==> config.mk <==
export PLATFORM = sky130hd
export DESIGN_NAME = mhp_parser
export DESIGN_NICKNAME = d
export VERILOG_FILES = /design/src/rtl/mhp_pkg.sv /design/src/rtl/mhp_nv_if.sv /design/src/rtl/mhp_nvid.sv /design/src/rtl/mhp_parser.sv
export VERILOG_INCLUDE_DIRS = /design/src /design/src/rtl
export SDC_FILE = /design/constraint.sdc
export NUM_CORES = 1
export LEC_CHECK = 0
export BUFFER_PORTS_ARGS = -buffer_cell sky130_fd_sc_hd__buf_2
export CAP_MARGIN = 15
export CORE_MARGIN = 5
export CORE_UTILIZATION = 50
export CTS_BUF_LIST = sky130_fd_sc_hd__clkbuf_4 sky130_fd_sc_hd__clkbuf_8 sky130_fd_sc_hd__clkbuf_16
export CTS_CLUSTER_SIZE = 40
export DETAILED_ROUTE_END_ITERATION = 7
export GPL_TIMING_DRIVEN = 0
export PLACE_DENSITY = 0.67
export SYNTH_ARGS = -nofsm -noshare
export SYNTH_HDL_FRONTEND = slang
export SYNTH_SLANG_ARGS = --single-unit
==> constraint.sdc <==
create_clock -name clk -period 3.4 [get_ports clk]
set_input_delay 0.17 -clock clk [delete_from_list [all_inputs] [get_ports clk]]
set_output_delay 0.17 -clock clk [all_outputs]
set_load 0.05 [all_outputs]
==> src/rtl/mhp_defs.svh <==
// constants for the multidrop host-link command parser
// Operation
// - check byte is XOR of all block characters
// - reply only when carried ID matches own
// - detect protocol from framing, reply likewise
// - reply: at, ID, header, data, check, terminator
// - check mismatch gives framing-error reply
// - unknown or illegal command gives error reply
// - multidrop form adds prefix and check byte
// - ID read returns header and ID hex
// - station ID kept in nonvolatile storage
// - ID write adopts hex ID, echoes header
// - stored ID ignored for point-to-point commands
// - check byte sent as two hex, high first
// - check field zero zero means unchecked block
`ifndef MHP_DEFS_SVH
`define MHP_DEFS_SVH
// framing characters
`define MHP_CH_AT      8'h40
`define MHP_CH_ENQ     8'h05
`define MHP_CH_STAR    8'h2a
`define MHP_CH_CR      8'h0d
`define MHP_CH_ZERO    8'h30
// command header characters
`define MHP_CH_I       8'h49
`define MHP_CH_R       8'h52
`define MHP_CH_W       8'h57
// headers of the two error replies
`define MHP_FERR_H0    8'h46
`define MHP_FERR_H1    8'h45
`define MHP_CERR_H0    8'h45
`define MHP_CERR_H1    8'h52
// body buffer depth and saturating count limit
`define MHP_BODY_DEPTH 4
`define MHP_CNT_MAX    4'hf
// station ID before the nonvolatile value is loaded
`define MHP_ID_RST     8'h00
// reply slot numbers
`define MHP_SL_AT      4'h0
`define MHP_SL_IDH     4'h1
`define MHP_SL_IDL     4'h2
`define MHP_SL_H0      4'h3
`define MHP_SL_H1      4'h4
`define MHP_SL_D0      4'h5
`define MHP_SL_D1      4'h6
`define MHP_SL_FH      4'h7
`define MHP_SL_FL      4'h8
`define MHP_SL_STAR    4'h9
`define MHP_SL_CR      4'ha
`define MHP_SL_DONE    4'hf
`endif

==> src/rtl/mhp_pkg.sv <==
// types of the multidrop host-link command parser
package mhp_pkg;
   // receive and reply sequencing
   typedef enum logic [2:0] {
      ST_IDLE  = 3'b000,
      ST_ID_HI = 3'b001,
      ST_ID_LO = 3'b010,
      ST_BODY  = 3'b011,
      ST_END   = 3'b100,
      ST_DEC   = 3'b101,
      ST_TX    = 3'b110
   } mhp_state_e;
   // kind of reply being sent
   typedef enum logic [1:0] {
      RK_ECHO = 2'b00,
      RK_IDRD = 2'b01,
      RK_FERR = 2'b10,
      RK_CERR = 2'b11
   } mhp_kind_e;
endpackage

==> src/rtl/mhp_nv_if.sv <==
// carrier between the parser and the station ID store
`timescale 1ns/100ps
`default_nettype none
interface mhp_nv_if;
   logic       wr_en;   // one-cycle write of a new ID
   logic [7:0] wr_data; // new ID value
   logic [7:0] id;      // current station ID
   modport ctl   (output wr_en, output wr_data, input id);
   modport store (input wr_en, input wr_data, output id);
endinterface
`default_nettype wire

==> src/rtl/mhp_nvid.sv <==
// station ID store mirroring the external nonvolatile cell
`timescale 1ns/100ps
`default_nettype none
`include "mhp_defs.svh"
module mhp_nvid (
   input  wire logic  clk,
   input  wire logic  rst,
   input  wire logic  ce,
   input  wire logic [7:0] nv_load_id,
   output logic       nv_store,
   output logic [7:0] nv_store_data,
   mhp_nv_if.store    nv
);
   logic       loaded_q;  // nonvolatile value taken
   logic [7:0] id_q;      // working copy of the ID
   logic       store_q;   // persist strobe
   logic [7:0] sdata_q;   // persisted value

   // copy the stored ID in once after reset, then follow writes
   always_ff @(posedge clk) begin
      if (rst) begin
         loaded_q <= 1'b0;
         id_q     <= `MHP_ID_RST;
         store_q  <= 1'b0;
         sdata_q  <= `MHP_ID_RST;
      end else if (ce) begin
         store_q <= 1'b0;
         if (!loaded_q) begin
            id_q     <= nv_load_id;
            loaded_q <= 1'b1;
         end else if (nv.wr_en) begin
            id_q    <= nv.wr_data;
            store_q <= 1'b1;
            sdata_q <= nv.wr_data;
         end
      end
   end

   assign nv.id         = id_q;
   assign nv_store      = store_q;
   assign nv_store_data = sdata_q;

   // a write reaches the nonvolatile side one enabled cycle later
   nv_persist_a: assert property (@(posedge clk) disable iff (rst)
      (ce && loaded_q && nv.wr_en) |=> (nv_store && nv_store_data == $past(nv.wr_data)))
      else $error("id write not persisted");
endmodule
`default_nettype wire

==> src/rtl/mhp_parser.sv <==
// multidrop host-link command parser, slave side
`timescale 1ns/100ps
`default_nettype none
`include "mhp_defs.svh"
module mhp_parser (
   input  wire logic  clk,
   input  wire logic  rst,
   input  wire logic  ce,
   input  wire logic  rx_valid,
   input  wire logic [7:0] rx_data,
   input  wire logic  tx_ready,
   output logic       tx_valid,
   output logic [7:0] tx_data,
   output logic       bus_drive,
   input  wire logic [7:0] nv_load_id,
   output logic       nv_store,
   output logic [7:0] nv_store_data,
   output logic [7:0] station_id
);
   // ascii hex helpers, upper case out, either case in
   function automatic logic hex_ok(input logic [7:0] c);
      hex_ok = (c >= 8'h30 && c <= 8'h39) || (c >= 8'h41 && c <= 8'h46)
               || (c >= 8'h61 && c <= 8'h66);
   endfunction
   // a non-hex character yields a meaningless nibble; callers gate with hex_ok
   function automatic logic [3:0] hex_val(input logic [7:0] c);
      logic [7:0] v;
      v = 8'h00;
      if (c <= 8'h39) v = c - 8'h30;
      else if (c <= 8'h46) v = c - 8'h37;
      else v = c - 8'h57;
      hex_val = v[3:0];
   endfunction
   // nibble to upper-case ascii hex digit
   function automatic logic [7:0] to_hex(input logic [3:0] n);
      to_hex = (n < 4'ha) ? ({4'h0, n} + 8'h30) : ({4'h0, n} + 8'h37);
   endfunction
   // next reply slot; point-to-point drops prefix and check byte
   function automatic logic [3:0] nxt_slot(input logic [3:0] s, input logic md,
                                           input logic data);
      logic [3:0] n;
      n = s + 4'h1;
      if (s == `MHP_SL_H1 && !data) n = md ? `MHP_SL_FH : `MHP_SL_STAR;
      if (s == `MHP_SL_D1 && !md) n = `MHP_SL_STAR;
      if (s == `MHP_SL_CR) n = `MHP_SL_DONE;
      nxt_slot = n;
   endfunction

   mhp_nv_if nv ();                       // link to the ID store
   mhp_pkg::mhp_state_e st_q;             // sequencer state
   mhp_pkg::mhp_kind_e  kind_q;           // reply kind latched at decision
   logic        md_q;                     // block came in multidrop form
   logic [7:0]  idh_q, idl_q;             // received station ID chars
   logic [7:0]  body_q [`MHP_BODY_DEPTH]; // header and data chars
   logic [3:0]  cnt_q;                    // body chars, saturating
   logic [7:0]  f1_q, f0_q;               // last two body chars
   logic [7:0]  xa_q, xb_q, xc_q;         // running xor, now and two back
   logic [7:0]  rid_q;                    // ID quoted in the reply
   logic [3:0]  slot_q;                   // next reply slot to load
   logic [3:0]  cur_q;                    // slot of the byte on tx_data
   logic [7:0]  txx_q;                    // xor over reply bytes sent
   logic        txv_q;                    // reply byte offered
   logic [7:0]  txd_q;                    // reply byte
   logic        drv_q;                    // driving the shared bus

   mhp_nvid u_nvid (
      .clk           (clk),
      .rst           (rst),
      .ce            (ce),
      .nv_load_id    (nv_load_id),
      .nv_store      (nv_store),
      .nv_store_data (nv_store_data),
      .nv            (nv.store)
   );

   // receive side decoding
   wire        rx_take  = ce && rx_valid && st_q != mhp_pkg::ST_TX
                          && st_q != mhp_pkg::ST_DEC;
   wire        rx_at    = rx_data == `MHP_CH_AT;
   wire        rx_enq   = rx_data == `MHP_CH_ENQ;
   wire [7:0]  rx_x     = xa_q ^ rx_data;
   wire [3:0]  plen     = md_q ? cnt_q - 4'h2 : cnt_q;
   wire        len_ok   = !md_q || cnt_q >= 4'h2;
   wire        id_match = hex_ok(idh_q) && hex_ok(idl_q)
                          && {hex_val(idh_q), hex_val(idl_q)} == nv.id;
   wire        fcs_skip = f1_q == `MHP_CH_ZERO && f0_q == `MHP_CH_ZERO;
   wire        fcs_ok   = !md_q || fcs_skip || (hex_ok(f1_q) && hex_ok(f0_q)
                          && {hex_val(f1_q), hex_val(f0_q)} == xc_q);
   wire        hdr_i    = body_q[0] == `MHP_CH_I;
   wire        cmd_ir   = len_ok && plen == 4'h2 && hdr_i
                          && body_q[1] == `MHP_CH_R;
   wire        cmd_iw   = len_ok && plen == 4'h4 && hdr_i && body_q[1] == `MHP_CH_W
                          && hex_ok(body_q[2]) && hex_ok(body_q[3]);
   wire        dec      = ce && st_q == mhp_pkg::ST_DEC;
   wire        silent   = md_q && !id_match;
   wire        do_write = dec && !silent && fcs_ok && cmd_iw;
   wire [7:0]  new_id   = {hex_val(body_q[2]), hex_val(body_q[3])};
   mhp_pkg::mhp_kind_e dec_kind;
   assign dec_kind = !fcs_ok ? mhp_pkg::RK_FERR :
                     cmd_ir  ? mhp_pkg::RK_IDRD :
                     cmd_iw  ? mhp_pkg::RK_ECHO : mhp_pkg::RK_CERR;

   // reply side byte selection
   wire        has_data = kind_q == mhp_pkg::RK_IDRD;
   wire        hdr_own  = kind_q == mhp_pkg::RK_ECHO || kind_q == mhp_pkg::RK_IDRD;
   wire [7:0]  rh0 = hdr_own ? body_q[0] :
                     kind_q == mhp_pkg::RK_FERR ? `MHP_FERR_H0 : `MHP_CERR_H0;
   wire [7:0]  rh1 = hdr_own ? body_q[1] :
                     kind_q == mhp_pkg::RK_FERR ? `MHP_FERR_H1 : `MHP_CERR_H1;
   logic [7:0] byte_w;
   always_comb begin
      case (slot_q)
         `MHP_SL_AT:   byte_w = `MHP_CH_AT;
         `MHP_SL_IDH:  byte_w = to_hex(rid_q[7:4]);
         `MHP_SL_IDL:  byte_w = to_hex(rid_q[3:0]);
         `MHP_SL_H0:   byte_w = rh0;
         `MHP_SL_H1:   byte_w = rh1;
         `MHP_SL_D0:   byte_w = to_hex(rid_q[7:4]);
         `MHP_SL_D1:   byte_w = to_hex(rid_q[3:0]);
         `MHP_SL_FH:   byte_w = to_hex(txx_q[7:4]);
         `MHP_SL_FL:   byte_w = to_hex(txx_q[3:0]);
         `MHP_SL_STAR: byte_w = `MHP_CH_STAR;
         `MHP_SL_CR:   byte_w = `MHP_CH_CR;
         default:      byte_w = 8'h00;
      endcase
   end
   // a new byte is loaded only once the previous one was accepted
   wire tx_free = !txv_q || tx_ready;
   wire tx_load = ce && st_q == mhp_pkg::ST_TX && tx_free && slot_q != `MHP_SL_DONE;
   wire tx_end  = ce && st_q == mhp_pkg::ST_TX && tx_free && slot_q == `MHP_SL_DONE;

   // sequencer: a start character resynchronises reception, except while deciding or replying
   always_ff @(posedge clk) begin
      if (rst) begin
         st_q <= mhp_pkg::ST_IDLE;
      end else if (rx_take && rx_at) begin
         st_q <= mhp_pkg::ST_ID_HI;
      end else if (rx_take && rx_enq) begin
         st_q <= mhp_pkg::ST_BODY;
      end else if (rx_take) begin
         case (st_q)
            mhp_pkg::ST_ID_HI: st_q <= mhp_pkg::ST_ID_LO;
            mhp_pkg::ST_ID_LO: st_q <= mhp_pkg::ST_BODY;
            mhp_pkg::ST_BODY: begin
               if (rx_data == `MHP_CH_STAR) st_q <= mhp_pkg::ST_END;
            end
            mhp_pkg::ST_END: begin
               // only a complete block is answered
               st_q <= (rx_data == `MHP_CH_CR) ? mhp_pkg::ST_DEC
                                               : mhp_pkg::ST_IDLE;
            end
            // a byte outside any block is dropped
            default: st_q <= mhp_pkg::ST_IDLE;
         endcase
      end else if (dec) begin
         st_q <= silent ? mhp_pkg::ST_IDLE : mhp_pkg::ST_TX;
      end else if (tx_end) begin
         st_q <= mhp_pkg::ST_IDLE;
      end
   end

   // framing capture: form, ID chars and protocol flag
   always_ff @(posedge clk) begin
      if (rst) begin
         md_q  <= 1'b0;
         idh_q <= 8'h00;
         idl_q <= 8'h00;
      end else if (rx_take) begin
         if (rx_at) md_q <= 1'b1;
         else if (rx_enq) md_q <= 1'b0;
         // ID chars are kept raw; they are decoded only at the decision
         if (st_q == mhp_pkg::ST_ID_HI && !rx_at && !rx_enq) idh_q <= rx_data;
         if (st_q == mhp_pkg::ST_ID_LO && !rx_at && !rx_enq) idl_q <= rx_data;
      end
   end

   // body capture with running xor and its two-back history
   always_ff @(posedge clk) begin
      if (rst) begin
         cnt_q <= 4'h0;
         f1_q  <= 8'h00;
         f0_q  <= 8'h00;
         xa_q  <= 8'h00;
         xb_q  <= 8'h00;
         xc_q  <= 8'h00;
         for (int i = 0; i < `MHP_BODY_DEPTH; i++) body_q[i] <= 8'h00;
      end else if (rx_take && (rx_at || rx_enq)) begin
         // a start character opens a fresh block and a fresh xor
         cnt_q <= 4'h0;
         xa_q  <= rx_at ? rx_data : 8'h00;
         xb_q  <= 8'h00;
         xc_q  <= 8'h00;
      end else if (rx_take && (st_q == mhp_pkg::ST_ID_HI || st_q == mhp_pkg::ST_ID_LO)) begin
         xa_q <= rx_x;
         xb_q <= xa_q;
         xc_q <= xb_q;
      end else if (rx_take && st_q == mhp_pkg::ST_BODY && rx_data != `MHP_CH_STAR) begin
         // chars past the buffer are only counted, not stored; a multidrop write puts its check chars there
         if (cnt_q < 4'(`MHP_BODY_DEPTH)) body_q[cnt_q[1:0]] <= rx_data;
         if (cnt_q != `MHP_CNT_MAX) cnt_q <= cnt_q + 4'h1;
         f1_q <= f0_q;
         f0_q <= rx_data;
         xa_q <= rx_x;
         xb_q <= xa_q;
         xc_q <= xb_q;
      end
   end

   // decision latch and reply generation
   always_ff @(posedge clk) begin
      if (rst) begin
         kind_q <= mhp_pkg::RK_ECHO;
         rid_q  <= 8'h00;
         slot_q <= `MHP_SL_DONE;
         cur_q  <= `MHP_SL_DONE;
         txx_q  <= 8'h00;
         txv_q  <= 1'b0;
         txd_q  <= 8'h00;
         drv_q  <= 1'b0;
      end else if (dec) begin
         kind_q <= dec_kind;
         // the reply quotes the ID held before any write in this block
         rid_q  <= nv.id;
         slot_q <= md_q ? `MHP_SL_AT : `MHP_SL_H0;
         txx_q  <= 8'h00;
         drv_q  <= !silent;
      end else if (tx_load) begin
         txv_q  <= 1'b1;
         txd_q  <= byte_w;
         cur_q  <= slot_q;
         slot_q <= nxt_slot(slot_q, md_q, has_data);
         // prefix, header and data feed the reply check; the check does not
         if (slot_q < `MHP_SL_FH) txx_q <= txx_q ^ byte_w;
      end else if (tx_end) begin
         txv_q <= 1'b0;
         cur_q <= `MHP_SL_DONE;
         drv_q <= 1'b0;
      end
   end

   // every top-level output comes straight from a flip-flop
   assign nv.wr_en    = do_write;
   assign nv.wr_data  = new_id;
   assign tx_valid    = txv_q;
   assign tx_data     = txd_q;
   assign bus_drive   = drv_q;
   assign station_id  = nv.id;

   // checks on the decision cycle and on what reaches the pins
   drive_cover_a: assert property (@(posedge clk) disable iff (rst)
      tx_valid |-> bus_drive)
      else $error("reply byte offered while bus released");
   mismatch_quiet_a: assert property (@(posedge clk) disable iff (rst)
      (dec && md_q && !id_match) |=> (st_q == mhp_pkg::ST_IDLE && !bus_drive))
      else $error("reply to foreign station id");
   reply_start_a: assert property (@(posedge clk) disable iff (rst)
      $rose(bus_drive) |-> $past(st_q == mhp_pkg::ST_DEC))
      else $error("bus taken before terminator");
   fcs_error_a: assert property (@(posedge clk) disable iff (rst)
      (dec && md_q && id_match && !fcs_ok) |=> kind_q == mhp_pkg::RK_FERR)
      else $error("bad check byte not reported");
   // a store pulse only ever sits inside an echo reply, never a framing error
   no_exec_a: assert property (@(posedge clk) disable iff (rst)
      nv_store |-> (kind_q == mhp_pkg::RK_ECHO && st_q == mhp_pkg::ST_TX))
      else $error("id written without valid block");
   first_at_a: assert property (@(posedge clk) disable iff (rst)
      ($rose(tx_valid) && md_q) |-> tx_data == `MHP_CH_AT)
      else $error("multidrop reply not led by at-sign");
   p2p_form_a: assert property (@(posedge clk) disable iff (rst)
      (tx_valid && !md_q) |-> (cur_q >= `MHP_SL_H0 && cur_q != `MHP_SL_FH
                               && cur_q != `MHP_SL_FL))
      else $error("point-to-point reply carries prefix or check");
   id_digits_a: assert property (@(posedge clk) disable iff (rst)
      (tx_valid && cur_q == `MHP_SL_D0) |-> (tx_data == to_hex(rid_q[7:4])
                                             && kind_q == mhp_pkg::RK_IDRD))
      else $error("id read data wrong");
   fcs_send_a: assert property (@(posedge clk) disable iff (rst)
      (tx_valid && cur_q == `MHP_SL_FH) |-> tx_data == to_hex(txx_q[7:4]))
      else $error("reply check byte wrong");
   // a zero-zero check field must never turn into a framing error reply
   skip_check_a: assert property (@(posedge clk) disable iff (rst)
      (dec && md_q && fcs_skip && !silent) |=> kind_q != mhp_pkg::RK_FERR)
      else $error("zero check field rejected");
   cmd_error_a: assert property (@(posedge clk) disable iff (rst)
      (dec && fcs_ok && !cmd_ir && !cmd_iw && !silent) |=> kind_q == mhp_pkg::RK_CERR)
      else $error("unknown command not refused");
   end_release_a: assert property (@(posedge clk) disable iff (rst)
      tx_end |=> !bus_drive)
      else $error("bus held after terminator");
   // with the enable low nothing at the pins may move
   freeze_hold_a: assert property (@(posedge clk) disable iff (rst)
      !ce |=> ($stable(tx_valid) && $stable(tx_data) && $stable(bus_drive)))
      else $error("outputs moved while clock enable low");

   // main scenarios: point-to-point reply, ID read, framing error, a write and the silent case
   p2p_reply_c: cover property (@(posedge clk) disable iff (rst) $rose(tx_valid) && !md_q);
   id_read_c:  cover property (@(posedge clk) disable iff (rst)
      dec && !silent && dec_kind == mhp_pkg::RK_IDRD);
   id_write_c: cover property (@(posedge clk) disable iff (rst) nv.wr_en && md_q);
   ferr_c:     cover property (@(posedge clk) disable iff (rst)
      dec && md_q && id_match && !fcs_ok);
   quiet_c:    cover property (@(posedge clk) disable iff (rst) dec && silent);
endmodule
`default_nettype wire

Yosys cells after proc, flatten, opt, wreduce, memory -nomap -nowiden. Memories as Yosys holds them, arrays and structs flattened. Index checks and enable logic that the tools add are counted.

Register bits after elaboration: 114. RAM bits: 32. Bits of input ports: 21. Output and inout bits: 27. Logic and storage cells: 326. Memories: 1.

Memories: body_q (words 4, bits a word 8, rd ports 4, clocked after Yosys merged registers in 0, wr ports 4, RTL line mhp_parser.sv:54) `` logic [7:0] body_q [`MHP_BODY_DEPTH]; ``.

Add/subtract/negate cells: 29. $lt $le $gt $ge: 43. Equality and inequality tests: 42. Mux-type cells: 70. Bitwise gates (word level): 5. Reduce and logical (&&, ||, !) cells: 113.

Operators with widths (count): two-way mux 8 bit (13); >= comparator 8 x 7 -> 1 bit, second input constant (12); <= comparator 8 x 7 -> 1 bit, second input constant (12); two-way mux 4 bit (19); case mux 8 bit (9 select lines) (1); adder 4 x 6 -> 7 bit, second input constant (8); logical AND 1 bit (55); >= comparator 8 x 6 -> 1 bit, second input constant (6); <= comparator 8 x 6 -> 1 bit, second input constant (6); subtractor 4 x 3 -> 4 bit, second input constant (12); == test 8 x 7 -> 1 bit, second input constant (4); two-way mux 7 bit (4); == test 8 x 6 -> 1 bit, second input constant (3); subtractor 4 x 1 -> 4 bit, second input constant (6); AND reduction 2 bit (11); == test 4 x 3 -> 1 bit, second input constant (5); logical OR 1 bit (19); two-way mux 1 bit (18); two-way mux 3 bit (6); == test 4 bit, second input constant (4); == test 8 bit (2); less-than comparator 4 bit, second input constant (4); XOR 8 bit (2); two-way mux 2 bit (7); other kinds (32) (63).

Longest topological paths before layout.
Word-level depth: 14. Depth in mapped cells: 11. Mapped depth without buffers: 10.

Hierarchy. From an unflattened synthesis, not the netlist that was laid out.

Cells, all modules: 934. Area total of the unflattened synthesis: 8199.1 um^2.

By module, submodules not included: mhp_parser (instances 1, cells each 853, area an instance 7427.1 um^2, sequential area each 2882.8 um^2); mhp_nvid (instances 1, cells each 81, area an instance 772.0 um^2, sequential area each 360.3 um^2).

Worst setup path after synthesis. Ideal clock, no wire load.

Path kind: reg2reg. Start: register cnt_q[1]. End: register u_nvid.id_q[6], in the netlist u_nvid.nv.id[6]. Library setup time: 0.101 ns. Arrival: 2.602 ns. Data required time: 3.299 ns. Path slack: 0.697 ns. Cell stages (with the launch flop): 11. Buffers on the path: 1. Period minus slack after synthesis: 2.703 ns. Cell sequence: dfxtp_1 inv_1 ha_1 a21oi_1 nor4b_1 nand3_1 nor4_2 nand3_2 o211a_1 clkbuf_1 o41ai_1.

Cells in the longest elaborated chain, start to end: 11.

RTL lines: start, declared (RTL line mhp_parser.sv:55) `logic [3:0] cnt_q;`; start signal, assigned (RTL line mhp_parser.sv:200) `` if (cnt_q != `MHP_CNT_MAX) cnt_q <= cnt_q + 4'h1; ``; subtractor 4 x 2 -> 4 bit (RTL line mhp_parser.sv:82) `wire [3:0] plen = md_q ? cnt_q - 4'h2 : cnt_q;`; two-way mux 4 bit (RTL line mhp_parser.sv:82); == test 4 x 3 -> 1 bit (RTL line mhp_parser.sv:92) `` wire cmd_iw = len_ok && plen == 4'h4 && hdr_i && body_q[1] == `MHP_CH_W ``; logical AND 1 bit (*) (2 in series) (RTL line mhp_parser.sv:92); logical AND 1 bit (no source line) (*); logical AND 1 bit (*) (2 in series) (RTL line mhp_parser.sv:92); logical AND 1 bit (*) (RTL line mhp_parser.sv:96) `wire do_write = dec && !silent && fcs_ok && cmd_iw;`; != test 2 bit (no source line) (*); AND reduction 2 bit (no source line) (*); end signal, assigned (RTL line mhp_nvid.sv:23) `` id_q <= `MHP_ID_RST; ``; end signal, assigned (RTL line mhp_nvid.sv:29) `id_q <= nv_load_id;`; end signal, assigned (RTL line mhp_nvid.sv:32) `id_q <= nv.wr_data;`; end, declared (RTL line mhp_nvid.sv:15) `logic [7:0] id_q;`.

Every way passes the cells marked *; elsewhere a longest branch is shown, timed or not. A chain may end at the register's enable or synchronous reset.

==> impl_results.rst <==
.. list-table::
   :header-rows: 1

   * - Metric
     - Value
   * - Final critical delay including setup and external delays
     - a little over 3 ns
   * - Synth warn
     - 0
   * - Core Region
     - 16350 µm²
   * - Max-capacitance violation count
     - 0
   * - Share of the synthesized area in the top cell type
     - 0.2772
   * - Via count of the first global-routing pass
     - 6454
   * - Post-layout nets
     - approximately 1100
   * - Total of endpoints with negative setup slack in the final report
     - 0
   * - Most common cell on crit path
     - sky130_fd_sc_hd__clkbuf_1
   * - Post-synthesis instance area
     - between 8000 and 9000 µm²
   * - Global-route usage over all layers
     - 0.2306
   * - Port Buffer Count
     - 43
   * - Share of post-route cells with drive strength above 1
     - 0.1111
   * - Critical Path, Cell by Cell
     - clkbuf_1 > xor2_1 > a21oi_1 > nand2_1 > nand2b_1 > nor4_1 > clkbuf_1 > nor3b_2 > or2_2
   * - Synth Flop Type
     - sky130_fd_sc_hd__dfxtp_1
   * - Share of synthesized registers carrying an async set or reset
     - 0
   * - Worst setup timing slack at the placement stage
     - -0.2079 ns
   * - Cell type with the largest total area after synthesis
     - sky130_fd_sc_hd__dfxtp_1
   * - Transition at the pin with the smallest max-transition slack
     - 0.9932 ns
   * - IO Count
     - between 40 and 50
   * - Number of antenna violations at the first check in global routing
     - 1
   * - First-pass GRT wire length
     - between 30 and 40 mm
   * - Post-route worst hold slack
     - 0.1256 ns
   * - Number of standard-cell rows in the floorplan
     - 47
   * - Synthesized area divided by synthesized cell count
     - just under 9 µm²
   * - Growth of design area from synthesis to finish
     - 13.48%
   * - Data required time at the worst endpoint
     - approximately 3.5 ns
   * - Standard cell area after detailed placement
     - about 8700 µm²
   * - Fin. max-slew vios
     - 0
   * - Maximum number of pins on one net before global-route repair
     - 17
   * - Pwr Density
     - around 420 nW/µm²
   * - DR iter-0 viols
     - about 620
   * - Cell types with the highest counts after synthesis
     - sky130_fd_sc_hd__dfxtp_1, sky130_fd_sc_hd__nor2_1, sky130_fd_sc_hd__nand2_1, sky130_fd_sc_hd__a21oi_1, sky130_fd_sc_hd__mux2i_1
   * - Slowest stage delay, CP
     - between 0.5 and 0.6 ns
   * - TritonCTS clock tree
     - built
   * - Unrepaired setup endpoints after global routing
     - no
   * - Clock slew seen by the registers of the worst setup and hold paths
     - approximately 0.060 ns
   * - Maximum fanout encountered on the critical timing path
     - 10
   * - Kind of end point of the critical path
     - register
   * - Proportion of synthesized chip area in sequential cells
     - 0.3939
   * - Synth unique cells
     - slightly below 80
   * - Net count after synthesis
     - slightly below 1000
   * - Vertical extent of the die
     - ~140 µm
   * - Area of the die
     - roughly 19000 µm²
   * - Maximum achievable frequency
     - 321.1 MHz
   * - Floorplan die width
     - 138.3 µm
   * - Post-route cell area
     - between 9000 and 10000 µm²
   * - Starting density of the core
     - 0.5036
   * - Number of sinks on the clock net
     - ~150
   * - Share of the clock period used by the worst path after layout
     - 0.9161
   * - Final antenna-violating net count
     - 0
   * - Wire per inst
     - between 15 and 20 µm
   * - Post-synthesis cell count
     - 939
   * - Slowest CP cell
     - sky130_fd_sc_hd__nor3b_2
   * - Number of optimization iterations in the first detailed-route pass
     - 5
   * - Count of inserted antenna diode cells
     - 0
   * - Final number of hold-violating endpoints
     - 0
   * - Result of the run
     - finished clean
   * - Root Buffer Master
     - sky130_fd_sc_hd__clkbuf_16
   * - Clock H-tree levels
     - 4
   * - Drt via density
     - around 5.7
   * - Setup Skew
     - about 0.015 ns
   * - Startpoint type of the worst setup path
     - register
   * - IR Drop Worst-Case VDD
     - approximately 0.33 mV
   * - Count of placed standard cells including taps
     - roughly 1200
   * - Type of the tightest min-delay check
     - in2reg
   * - Cell types occupying the most area after synthesis
     - sky130_fd_sc_hd__dfxtp_1, sky130_fd_sc_hd__edfxtp_1, sky130_fd_sc_hd__mux2i_1
   * - Arrival time of data at the critical path endpoint
     - 3.23 ns
   * - Worst rel slew slack
     - 0.3306
   * - Later-pin clock latency in the skew report
     - approximately 0.43 ns
   * - Setup slack after layout
     - around 0.29 ns
   * - Number of buffers created by CTS
     - 17
   * - Total detailed-routing wirelength
     - 22.34 mm
   * - Most numerous cell in the Yosys netlist
     - sky130_fd_sc_hd__dfxtp_1
   * - Total grt overflow
     - 0
   * - Leakage component of the power
     - 3.579 nW
   * - Maximum buffer depth of the clock tree
     - 2
   * - Number of remaining DRC errors
     - 0
   * - Kind of critical path
     - reg2reg
   * - Final instance count without filler cells
     - 1237
   * - Final weighted congestion in routability-driven placement
     - between 0.9 and 1
   * - Number of synthesized register bits
     - 146
   * - Post-detail-place hpwl
     - ~17 mm
   * - Via count
     - 7073
   * - Number of enable flip-flop cells after synthesis
     - 32
-- final cells by class --
cell class | count | area, µm²
fillers | 1524 | 7005
multi-input cells | 705 | 4646
flip-flops and latches | 146 | 3243
clock buffers | 20 | 454.2
well taps | 220 | 275.3
repair buffers | 46 | 240.2
plain buffers | 51 | 232.7
inverters | 37 | 138.9
clock inverters | 12 | 112.6
-- routing by layer --
metal | up-vias | share of wire | wire length (µm) | track usage
li1 | 3493 | - | - | -
met1 | 3310 | 0.45 | 9944 | 0.3103
met2 | 234 | 0.46 | 10340 | 0.3656
met3 | 34 | 0.065 | 1441 | 0.05352
met4 | 2 | 0.027 | 610 | 0.08112
met5 | - | 0.00031 | 7 | 0
-- state kept, by name, indices dropped and copies added, names as in the netlist, 2 cells and up --
name and cells:
body_q 32, f0_q 8, f1_q 8, idh_q 8, idl_q 8, rid_q 8, tx_data 8, txx_q 8
u_nvid.nv.id 8, u_nvid.nv_store_data 8, xa_q 8, xb_q 8, xc_q 8, cnt_q 4, slot_q 4, st_q 3
kind_q 2
-- kinds of logic after synthesis --
logic type                 Yosys count  synth area share
AOI/OAI and AO/OA                  202            0.1620
xor gates and xnor gates            48           0.05106
adders and majority gates           31           0.04711
buffers and inverters               88           0.04498
DFF                                146            0.3939
muxes                               55           0.06748
and+or+nand+nor                    369            0.2334
-- placed cells by master (no fill, tap or decap), types with 21 or more instances in the layout --
cell type / netlist / layout
sky130_fd_sc_hd__nand2_1: 73 / 73
sky130_fd_sc_hd__o21ai_0: 36 / 36
sky130_fd_sc_hd__clkbuf_1: 38 / 38
sky130_fd_sc_hd__inv_1: 37 / 37
sky130_fd_sc_hd__buf_2: 4 / 47
sky130_fd_sc_hd__xnor2_1: 31 / 31
sky130_fd_sc_hd__nand3_1: 21 / 21
sky130_fd_sc_hd__ha_1: 31 / 31
sky130_fd_sc_hd__mux2i_1: 51 / 51
sky130_fd_sc_hd__edfxtp_1: 32 / 32
sky130_fd_sc_hd__and2_1: 38 / 38
sky130_fd_sc_hd__nor2_1: 113 / 113
sky130_fd_sc_hd__a21oi_1: 59 / 59
sky130_fd_sc_hd__dfxtp_1: 114 / 114
-- timing repair --
item                       CTS  global route
gates cloned                 0             0
setup buffers                0             2
hold buffers                 1             0
gates resized for setup      1             3
pin swaps                    0             1
setup endpoints to repair    8            21
hold endpoints to repair     1             0
-- path summary, 6_finish.rpt --
check,startpoint,endpoint,slack [ns],cells past startpoint
max,st_q[1]$_SDFFE_PP0P_,body_q[2][7]$_SDFFCE_PN0P_,0.29,9
min,nv_load_id[7],u_nvid.nv.id[7]$_SDFFE_PP0P_,0.13,3
max reg2reg,st_q[1]$_SDFFE_PP0P_,body_q[2][7]$_SDFFCE_PN0P_,0.29,9
min reg2reg,rid_q[4]$_SDFFE_PP0P_,rid_q[4]$_SDFFE_PP0P_,0.47,2
-- power by group --
part	total [mW]	switching [mW]	internal (mW)	leakage, nW
Combinational	0.269	0.185	0.0842	2.05
Clock	1.80	0.757	1.05	0.282
Sequential	1.82	0.0265	1.80	1.25
-- critical path, delay by kind of cell, from the launching register on --
family | cells | cell delay [ns]
xor gates and xnor gates | 1 | 0.30
DFF | 1 | 0.31
and+or+nand+nor | 5 | 1.39
buffers and inverters | 2 | 0.67
AOI/OAI and AO/OA | 1 | 0.14
-- metrics by stage --
step / utilization / power [mW] / setup TNS (ns)
2_1_floorplan: - / 2.032 / 0
3_3_place_gp: 0.5336 / 2.122 / -3.605
3_5_place_dp: 0.5341 / 2.124 / -2.436
4_1_cts: 0.5696 / 3.910 / 0
5_1_grt: 0.5715 / 4.028 / 0
6_report: 0.5715 / 3.894 / 0
(Power assumes the default switching activity.)
